==> src/rtl/tmw_pkg.sv <==
// package: register map, field positions and mode codes of the timer
package tmw_pkg;
  // register byte addresses
  localparam logic [7:0] TMW_CTRL_A_ADDR = 8'h24;
  localparam logic [7:0] TMW_CTRL_B_ADDR = 8'h28;
  localparam logic [7:0] TMW_COUNT_ADDR = 8'h2c;
  localparam logic [7:0] TMW_CMP_A_ADDR = 8'h30;
  localparam logic [7:0] TMW_CMP_B_ADDR = 8'h34;
  localparam logic [7:0] TMW_FLAGS_ADDR = 8'h38;
  localparam logic [7:0] TMW_DIR_ADDR = 8'h3c;
  // reset values
  localparam logic [7:0] TMW_CTRL_A_RST = 8'h00;
  localparam logic [7:0] TMW_BYTE_RST = 8'h00;
  // control a fields
  localparam int TMW_A_ACT_LSB = 6;
  localparam int TMW_B_ACT_LSB = 4;
  localparam logic [7:0] TMW_CTRL_A_MASK = 8'hf3;
  // control b field
  localparam int TMW_MODE_HI_BIT = 0;
  // flag bit positions
  localparam int TMW_WRAP_BIT = 0;
  localparam int TMW_MATCH_A_BIT = 1;
  // counter landmarks
  localparam logic [7:0] TMW_BOTTOM = 8'h00;
  localparam logic [7:0] TMW_MAX = 8'hff;
  // waveform modes
  localparam logic [2:0] TMW_M_NORMAL = 3'h0;
  localparam logic [2:0] TMW_M_PC_FF = 3'h1;
  localparam logic [2:0] TMW_M_CTC = 3'h2;
  localparam logic [2:0] TMW_M_FAST_FF = 3'h3;
  localparam logic [2:0] TMW_M_PC_A = 3'h5;
  localparam logic [2:0] TMW_M_FAST_A = 3'h7;
  // output actions
  localparam logic [1:0] TMW_ACT_OFF = 2'h0;
  localparam logic [1:0] TMW_ACT_TOGGLE = 2'h1;
  localparam logic [1:0] TMW_ACT_CLEAR = 2'h2;
  localparam logic [1:0] TMW_ACT_SET = 2'h3;
  // counting sequence classes
  typedef enum logic [1:0] {
    TMW_SEQ_UP,
    TMW_SEQ_FAST,
    TMW_SEQ_DUAL,
    TMW_SEQ_HOLD
  } tmw_seq_t;
endpackage

==> src/rtl/tmw_timer.sv <==
// 8-bit timer with two compare channels, waveform control and apb slave
// Function
// - counting and flags only on tick enable
// - clear-on-match: flag a, clear next tick
// - nonzero action takes pin unless mode or action is reserved, direction gates drive
// - non-pwm actions: off, toggle, clear, set
// - fast pwm a: clear/set, toggle if high
// - fast pwm b: 01 reserved, clear/set
// - phase pwm a: up/down match actions
// - phase pwm b: 01 reserved, up/down
// - fast a: compare equals top, act bottom
// - phase a: compare equals top, act top
// - channel b: compare equals top, act top
// - mode field selects sequence and top
// - compare update immediate, top or bottom
// - wrap flag at max, bottom or top
// - control a bits 3,2 read zero
// - fast pwm counts bottom to top, restarts
// - phase pwm up, turn at top without holding, down
//
// The APB slave port was decided locally.
`timescale 1ns/1ns
module tmw_timer
  import tmw_pkg::*;
(
  input wire logic pclk,
  input wire logic presetn,
  input wire logic psel,
  input wire logic penable,
  input wire logic pwrite,
  input wire logic [7:0] paddr,
  input wire logic [31:0] pwdata,
  output logic [31:0] prdata,
  output logic pready,
  output logic pslverr,
  input wire logic tick_enable,
  input wire logic port_data_a,
  input wire logic port_data_b,
  output logic pin_a_out,
  output logic pin_a_oe,
  output logic pin_b_out,
  output logic pin_b_oe,
  output logic wrap_flag,
  output logic match_flag_a,
  output logic match_flag_b
);

  // software-visible and internal state
  logic [7:0] ctrl_a_q; // actions and low mode bits
  logic mode_hi_q; // waveform_mode_high_bit
  logic [7:0] count_value_q; // the counter
  logic count_up_q; // dual-slope direction, 1 = up
  logic [7:0] cmp_buf_q [2]; // values software wrote
  logic [7:0] cmp_act_q [2]; // values the comparator uses
  logic [1:0] dir_q; // pin direction bits
  logic [2:0] flags_q; // wrap, match a, match b
  logic block_q; // counter written, skip next compare
  logic [1:0] oc_q; // compare output levels

  // decoded controls
  logic [2:0] waveform_mode_sel;
  logic [1:0] waveform_mode_low_bits;
  logic [1:0] action [2];
  tmw_seq_t seq;
  logic [7:0] top;
  logic at_top;
  logic at_max;
  logic at_bottom;
  logic upd_evt;
  logic wrap_evt;
  logic [1:0] match;
  logic [1:0] oc_d;
  logic [1:0] connected;

  // apb decode
  logic setup;
  logic access;
  logic wr_en;
  logic mapped;
  logic [31:0] rd_d;

  assign waveform_mode_low_bits = ctrl_a_q[1:0];
  assign waveform_mode_sel = {mode_hi_q, waveform_mode_low_bits};
  assign action[0] = ctrl_a_q[TMW_A_ACT_LSB +: 2];
  assign action[1] = ctrl_a_q[TMW_B_ACT_LSB +: 2];

  // mode decode: sequence and top source
  always_comb begin
    seq = TMW_SEQ_HOLD; // reserved modes freeze the counter
    top = TMW_MAX;
    case (waveform_mode_sel)
      TMW_M_NORMAL: seq = TMW_SEQ_UP;
      TMW_M_PC_FF: seq = TMW_SEQ_DUAL;
      TMW_M_CTC: begin
        seq = TMW_SEQ_FAST;
        top = cmp_act_q[0];
      end
      TMW_M_FAST_FF: seq = TMW_SEQ_FAST;
      TMW_M_PC_A: begin
        seq = TMW_SEQ_DUAL;
        top = cmp_act_q[0];
      end
      TMW_M_FAST_A: begin
        seq = TMW_SEQ_FAST;
        top = cmp_act_q[0];
      end
      default: seq = TMW_SEQ_HOLD;
    endcase
  end

  assign at_top = count_value_q == top;
  assign at_max = count_value_q == TMW_MAX;
  assign at_bottom = count_value_q == TMW_BOTTOM;

  // compare buffer load point per mode
  always_comb begin
    case (seq)
      TMW_SEQ_DUAL: upd_evt = tick_enable && at_top && count_up_q;
      // fast pwm loads as the count returns to bottom
      TMW_SEQ_FAST: upd_evt = tick_enable && at_top &&
        (waveform_mode_sel != TMW_M_CTC);
      default: upd_evt = 1'b0;
    endcase
  end

  // wrap flag source per mode
  always_comb begin
    case (waveform_mode_sel)
      TMW_M_NORMAL, TMW_M_CTC, TMW_M_FAST_FF: wrap_evt = at_max;
      TMW_M_PC_FF, TMW_M_PC_A: wrap_evt = at_bottom && !count_up_q;
      TMW_M_FAST_A: wrap_evt = at_top;
      default: wrap_evt = 1'b0;
    endcase
  end

  // apb handshake: answer is prepared in the setup cycle
  assign setup = psel && !penable;
  assign access = psel && penable && pready;
  assign wr_en = access && pwrite && !pslverr;

  // read mux and address check
  always_comb begin
    rd_d = 32'h0000_0000;
    mapped = 1'b1;
    case (paddr)
      // reserved bits 3,2 are masked off
      TMW_CTRL_A_ADDR: rd_d[7:0] = ctrl_a_q & TMW_CTRL_A_MASK;
      TMW_CTRL_B_ADDR: rd_d[TMW_MODE_HI_BIT] = mode_hi_q;
      TMW_COUNT_ADDR: rd_d[7:0] = count_value_q;
      TMW_CMP_A_ADDR: rd_d[7:0] = cmp_buf_q[0];
      TMW_CMP_B_ADDR: rd_d[7:0] = cmp_buf_q[1];
      TMW_FLAGS_ADDR: rd_d[2:0] = flags_q;
      TMW_DIR_ADDR: rd_d[1:0] = dir_q;
      default: mapped = 1'b0;
    endcase
  end

  // bus answer flops: one access cycle, no wait states
  always_ff @(posedge pclk or negedge presetn) begin
    if (!presetn) begin
      pready <= 1'b0;
      pslverr <= 1'b0;
      prdata <= 32'h0000_0000;
    end else begin
      pready <= setup;
      pslverr <= setup && !mapped;
      if (setup && !pwrite) begin
        prdata <= rd_d;
      end
    end
  end

  // control registers
  always_ff @(posedge pclk or negedge presetn) begin
    if (!presetn) begin
      ctrl_a_q <= TMW_CTRL_A_RST;
      mode_hi_q <= 1'b0;
      dir_q <= 2'h0;
    end else if (wr_en) begin
      case (paddr)
        TMW_CTRL_A_ADDR: ctrl_a_q <= pwdata[7:0] & TMW_CTRL_A_MASK;
        TMW_CTRL_B_ADDR: mode_hi_q <= pwdata[TMW_MODE_HI_BIT];
        TMW_DIR_ADDR: dir_q <= pwdata[1:0];
        default: ctrl_a_q <= ctrl_a_q;
      endcase
    end
  end

  // counter: moves only on tick enable, a bus write overrides
  always_ff @(posedge pclk or negedge presetn) begin
    if (!presetn) begin
      count_value_q <= TMW_BOTTOM;
      count_up_q <= 1'b1;
      block_q <= 1'b0;
    end else if (wr_en && paddr == TMW_COUNT_ADDR) begin
      count_value_q <= pwdata[7:0];
      block_q <= 1'b1;
    end else if (tick_enable) begin
      block_q <= 1'b0;
      case (seq)
        // plain up count wraps from max to zero
        TMW_SEQ_UP: count_value_q <= count_value_q + 8'h01;
        TMW_SEQ_FAST: begin
          if (at_top) begin
            count_value_q <= TMW_BOTTOM;
          end else begin
            count_value_q <= count_value_q + 8'h01;
          end
        end
        TMW_SEQ_DUAL: begin
          // top is seen for exactly one tick before turning
          if (count_up_q && at_top) begin
            count_up_q <= 1'b0;
            count_value_q <= count_value_q - 8'h01;
          end else if (!count_up_q && at_bottom) begin
            count_up_q <= 1'b1;
            count_value_q <= count_value_q + 8'h01;
          end else if (count_up_q) begin
            count_value_q <= count_value_q + 8'h01;
          end else begin
            count_value_q <= count_value_q - 8'h01;
          end
        end
        default: count_value_q <= count_value_q;
      endcase
    end
  end

  // flags: hardware set beats a write-one clear in the same cycle
  always_ff @(posedge pclk or negedge presetn) begin
    if (!presetn) begin
      flags_q <= 3'h0;
    end else begin
      for (int i = 0; i < 3; i++) begin
        if (wr_en && paddr == TMW_FLAGS_ADDR && pwdata[i]) begin
          flags_q[i] <= 1'b0;
        end
      end
      if (tick_enable && wrap_evt) begin
        flags_q[TMW_WRAP_BIT] <= 1'b1;
      end
      for (int i = 0; i < 2; i++) begin
        if (match[i]) begin
          flags_q[TMW_MATCH_A_BIT + i] <= 1'b1;
        end
      end
    end
  end

  // per-channel compare, buffering and waveform
  generate
    for (genvar ch = 0; ch < 2; ch++) begin : g_ch
      logic hi; // upper action bit
      logic eq_top; // compare value sits at top
      logic match_eff; // match that drives the pin
      logic is_a;
      assign is_a = (ch == 0);
      assign hi = action[ch][1];
      assign eq_top = (cmp_act_q[ch] == top);
      // a counter write removes the next compare
      assign match[ch] = tick_enable && !block_q && seq != TMW_SEQ_HOLD &&
        (count_value_q == cmp_act_q[ch]);
      assign match_eff = match[ch] && !(eq_top && hi && seq != TMW_SEQ_UP &&
        !(seq == TMW_SEQ_FAST && waveform_mode_sel == TMW_M_CTC));

      // reserved mode or action leaves the pin to the port
      always_comb begin
        connected[ch] = action[ch] != TMW_ACT_OFF;
        if (seq == TMW_SEQ_HOLD) begin
          connected[ch] = 1'b0;
        end else if (action[ch] == TMW_ACT_TOGGLE &&
                     (seq == TMW_SEQ_DUAL || (seq == TMW_SEQ_FAST &&
                      waveform_mode_sel != TMW_M_CTC))) begin
          connected[ch] = is_a && mode_hi_q;
        end
      end

      // next output level
      always_comb begin
        oc_d[ch] = oc_q[ch];
        if (!connected[ch] || seq == TMW_SEQ_HOLD) begin
          oc_d[ch] = oc_q[ch];
        end else if (seq == TMW_SEQ_UP || waveform_mode_sel == TMW_M_CTC) begin
          if (match[ch]) begin
            case (action[ch])
              TMW_ACT_TOGGLE: oc_d[ch] = !oc_q[ch];
              TMW_ACT_CLEAR: oc_d[ch] = 1'b0;
              TMW_ACT_SET: oc_d[ch] = 1'b1;
              default: oc_d[ch] = oc_q[ch];
            endcase
          end
        end else if (action[ch] == TMW_ACT_TOGGLE) begin
          if (match[ch]) begin
            oc_d[ch] = !oc_q[ch];
          end
        end else if (seq == TMW_SEQ_FAST) begin
          if (match_eff) begin
            oc_d[ch] = action[ch][0];
          end
          if (!is_a && eq_top && hi && tick_enable && at_top) begin
            oc_d[ch] = !action[ch][0];
          end
          // bottom level for a, also when its match is ignored
          if (tick_enable && at_top) begin
            oc_d[ch] = (is_a || !eq_top) ? !action[ch][0] : oc_d[ch];
          end
        end else begin
          // dual slope: up match clears for 10, down match sets
          if (match_eff) begin
            oc_d[ch] = count_up_q ? action[ch][0] :
              !action[ch][0];
          end
          if (eq_top && hi && tick_enable && at_top && count_up_q) begin
            oc_d[ch] = !action[ch][0];
          end
        end
      end

      // compare buffers and output level
      always_ff @(posedge pclk or negedge presetn) begin
        if (!presetn) begin
          cmp_buf_q[ch] <= TMW_BYTE_RST;
          cmp_act_q[ch] <= TMW_BYTE_RST;
          oc_q[ch] <= 1'b0;
        end else begin
          oc_q[ch] <= oc_d[ch];
          if (wr_en && paddr == (is_a ? TMW_CMP_A_ADDR : TMW_CMP_B_ADDR)) begin
            cmp_buf_q[ch] <= pwdata[7:0];
            // non-pwm modes use the written value at once
            if (seq == TMW_SEQ_UP || seq == TMW_SEQ_HOLD ||
                waveform_mode_sel == TMW_M_CTC) begin
              cmp_act_q[ch] <= pwdata[7:0];
            end
          end else if (upd_evt) begin
            cmp_act_q[ch] <= cmp_buf_q[ch];
          end
        end
      end
    end
  endgenerate

  // pin drivers: direction bit gates the driver
  always_ff @(posedge pclk or negedge presetn) begin
    if (!presetn) begin
      pin_a_out <= 1'b0;
      pin_b_out <= 1'b0;
      pin_a_oe <= 1'b0;
      pin_b_oe <= 1'b0;
    end else begin
      pin_a_out <= connected[0] ? oc_d[0] : port_data_a;
      pin_b_out <= connected[1] ? oc_d[1] : port_data_b;
      pin_a_oe <= dir_q[0];
      pin_b_oe <= dir_q[1];
    end
  end

  // flag outputs for the interrupt logic next door
  assign wrap_flag = flags_q[0];
  assign match_flag_a = flags_q[1];
  assign match_flag_b = flags_q[2];

endmodule

==> config.mk <==
export PLATFORM = sky130hd
export DESIGN_NAME = tmw_timer
export DESIGN_NICKNAME = d
export VERILOG_FILES = /design/src/rtl/tmw_pkg.sv /design/src/rtl/tmw_timer.sv
export SDC_FILE = /design/constraint.sdc
export NUM_CORES = 1
export LEC_CHECK = 0
export ABC_AREA = 1
export BUFFER_PORTS_ARGS = -buffer_cell sky130_fd_sc_hd__buf_2
export CORE_AREA = 2 2 96 98
export CTS_CLUSTER_SIZE = 16
export DETAILED_ROUTE_END_ITERATION = 8
export DIE_AREA = 0 0 98 100
export GPL_TIMING_DRIVEN = 0
export PLACE_DENSITY = 0.8
export SYNTH_ARGS = -nofsm -noshare
export SYNTH_HDL_FRONTEND = slang
export SYNTH_SLANG_ARGS = --single-unit
==> constraint.sdc <==
create_clock -name pclk -period 2.88 [get_ports pclk]
set_input_delay 0.432 -clock pclk [delete_from_list [all_inputs] [get_ports pclk]]
set_output_delay 0.432 -clock pclk [all_outputs]
set_load 0.005 [all_outputs]
==> flow_summary.json <==
{
  "status": "finished, final reports clean",
  "first_pass_iters": 5,
  "crit_type": "reg -> reg",
  "cts-htree-levels": 3,
  "finalHoldViolCount": 0,
  "n_fill_cell": 850,
  "antenna_found_initial": 0,
  "area_growth_pct": 12.5,
  "synth-async-reset-ratio_pct": 100,
  "synth_warnings": 0,
  "r2r-end": "oc_q[1]$_DFF_PN0_",
  "cts_tree": "built",
  "design.core.area_um2": 8890,
  "route.detailed.drc": 0,
  "maxCapViolCount": 0,
  "grt_pass1_wl_mm": 23.7,
  "grt_pass1_vias": 4742,
  "ant_nets": 0,
  "worst_slack_ps": 79.6,
  "synthTopCellsByArea": "dfrtp_1 35%, nand2_1 14%, inv_1 6.6%, o21ai_0 4.9%, nand3_1 4.3%",
  "syn_avg_cell_area_um2": 7.17,
  "fmax_ghz": 0.357,
  "root_buffer": "clkbuf_8",
  "cp_data_required_time_ps": 3150,
  "grt_use_total_pct": 30.6,
  "vias": 4960,
  "worstRegToRegCells": 13,
  "dpl.hpwl_mm": 11.1,
  "synth_top_area_cell": "dfrtp_1",
  "overflow": 0,
  "r2r_slack_ps": 80,
  "finalSetupViolations": 0,
  "pre_cts_ws_ps": 81.6,
  "finalNetCount": 812,
  "peakVddDrop_mv": 0.299,
  "die_w_um": 98,
  "synth_edf_count": 0,
  "holdBufCountCts": 0,
  "cts_buffers": 9,
  "synth_area_um2": 4920,
  "setup.worst_path.start": "mode_hi_q$_DFFE_PN0P_",
  "ys_types": 45,
  "core.rowCount": 35,
  "startpoint_type": "flip-flop",
  "final_cells": 876,
  "hold_class": "in -> async",
  "p_leak_nw": 2.77,
  "ioPinCount": 89,
  "r2r-start": "mode_hi_q$_DFFE_PN0P_",
  "fin_crit_ps": 2800,
  "clock_skew_ps": 16.5,
  "slew_violations": 0,
  "antenna_cells": 0,
  "die_area_um2": 9800,
  "clock_sinks": 70,
  "synthCells": 686,
  "fin_crit_sh_pct": 97.2,
  "yosysSeqAreaShare_pct": 35.6,
  "relSlewSlack_pct": 41.4,
  "wl_per_cell_um": 16.7,
  "finish.instance_area_um2": 5530,
  "synth_seq_cells": 70,
  "worstMarginPinSlew_ps": 880,
  "crit_arrival_ps": 3070,
  "io_buffers": 40,
  "place_congestion": 0.993,
  "cts_max_path_buffers": 2,
  "die_y_um": 100,
  "dp.cells": 860,
  "cp_max_fo": 7,
  "grt_max_degree": 71,
  "cts.clk_slew.worst_paths_ps": 90,
  "final_util_pct": 62.2,
  "ys.flop_type": "dfrtp_1",
  "synth_top_area_share_pct": 35.1,
  "vias_per_cell": 5.66,
  "worst_setup_path_end_kind": "flip-flop",
  "clock_latency_ps": 360,
  "post_dp_cell_area_um2": 5350,
  "initial_utilization_pct": 55.3,
  "powerDensity_nw_per_um2": 484,
  "drt_iter0_drc": 466,
  "drive_above_1_share_pct": 17.5,
  "routed_wl_mm": 14.6
}
## per-stage QoR
stage | TNS [ps] | hold WS [ps] | total power [mW]
2_1_floorplan | 0 | 136 | 1.67
3_3_place_gp | 0 | 393 | 1.88
3_5_place_dp | 0 | 403 | 1.90
4_1_cts | 0 | 234 | 2.65
5_1_grt | -117 | 255 | 2.81
6_report | 0 | 175 | 2.68
## timing repair
item                                    4_1_cts  5_1_grt
endpoints found under the setup margin        0       11
gates resized for setup                       0        1
setup buffers                                 0        0
## registers in the layout (all words and copies together), names as in the netlist, 2 cells and up
signal	cells
dir_q	2
oc_q	2
count_value_q	8
flags_q	3
cmp_buf_q	16
cmp_act_q	16
prdata	8
ctrl_a_q	6
## metal layers
layer	track usage (%)	wire, um	vias up
li1	-	-	2311
met1	40.7	6170	2354
met2	48.3	6570	254
met3	6.96	1300	41
met4	13.6	558	0
met5	0	0	-
## where the power goes
part           internal (mW)  switching (mW)
Sequential              1.04          0.0490
Clock                  0.339           0.424
Combinational          0.280           0.548
## worst max path at each step
| stage | end | slack (ps) | cells past startpoint |
|---|---|---|---|
| floorplan | cmp_act_q[0]$_DFFE_PN0P_ | 700 | 8 |
| global placement | cmp_act_q[5]$_DFFE_PN0P_ | 230 | 10 |
| detailed placement | cmp_act_q[5]$_DFFE_PN0P_ | 80 | 10 |
| CTS | cmp_act_q[15]$_DFFE_PN0P_ | 190 | 9 |
| global route | oc_q[0]$_DFF_PN0_ | -50 | 14 |
| finish | oc_q[1]$_DFF_PN0_ | 80 | 13 |
## area by class of cell
cell class                 count  area (um2)  area share, %
buffer                        40         273           4.93
clock buffer                  10         138           2.49
clock inverter                 6        45.0          0.814
inverter                      92         347           6.27
multi-input combinational    507        2630           47.6
sequential                    70        1750           31.7
tap                          111         139           2.51
timing repair buffer          40         203           3.67
## synthesized netlist by cell type (2+ instances only)
cell       count
nor2_1        56
xor2_1        22
nand2_4        2
nor2_2         3
mux2_2         8
a21oi_1       15
o22ai_1        5
nand2_2       17
buf_4         26
clkbuf_1       9
a22oi_1        2
xnor2_1        7
buf_6          3
nand2_1      179
o21a_1         8
o2111ai_1      2
nand3_1       42
inv_1         87
nand3_2        2
inv_2          4
o221ai_1       4
o21bai_1       3
nand4_1        9
nor3_1         9
dfrtp_1       69
o21ai_1       15
nor2_4         3
nor4_1         4
a221oi_1       3
ha_1           4
buf_2          2
o211ai_1       2
o21ai_0       48
## kinds of logic (layout without fill, tap and decap cells)
logic type	Yosys count	after routing	share of synthesized area [%]
AO/OA/AOI/OAI	112	112	13.8
AND/OR/NAND/NOR	330	330	29.9
adder cells (fa/ha/maj)	4	4	1.02
XOR/XNOR	29	29	5.17
flip-flops	70	70	35.6
buffers and inverters	132	188	12.6
other	1	24	0.0763
multiplexers	8	8	1.83
## worst max-delay path, cell delays in order (launching register included)
cell	delay [ps]
dfrtp_1	520
inv_1	170
nor2_2	90
nor3_1	650
nand3_1	480
inv_2	200
nand3_1	90
nand2_1	90
inv_1	50
nand2_1	50
nand3_1	70
nand2_1	80
nand2_1	60
a21oi_1	130
## cells in the final DEF (no fill, tap or decap), types with 5 or more instances in the layout
cell type	netlist	final
nand2_1	179	179
inv_1	87	87
dfrtp_1	69	69
nor2_1	56	55
o21ai_0	48	48
nand3_1	42	42
buf_2	2	41
buf_4	26	27
conb_1	1	24
xor2_1	22	22
nand2_2	17	17
a21oi_1	15	15
o21ai_1	15	15
clkbuf_8	0	10
clkbuf_1	9	9
nand4_1	9	9
nor3_1	9	9
o21a_1	8	8
mux2_2	8	8
xnor2_1	7	7
o22ai_1	5	5
No activity file was read; power rests on OpenSTA's default activity.
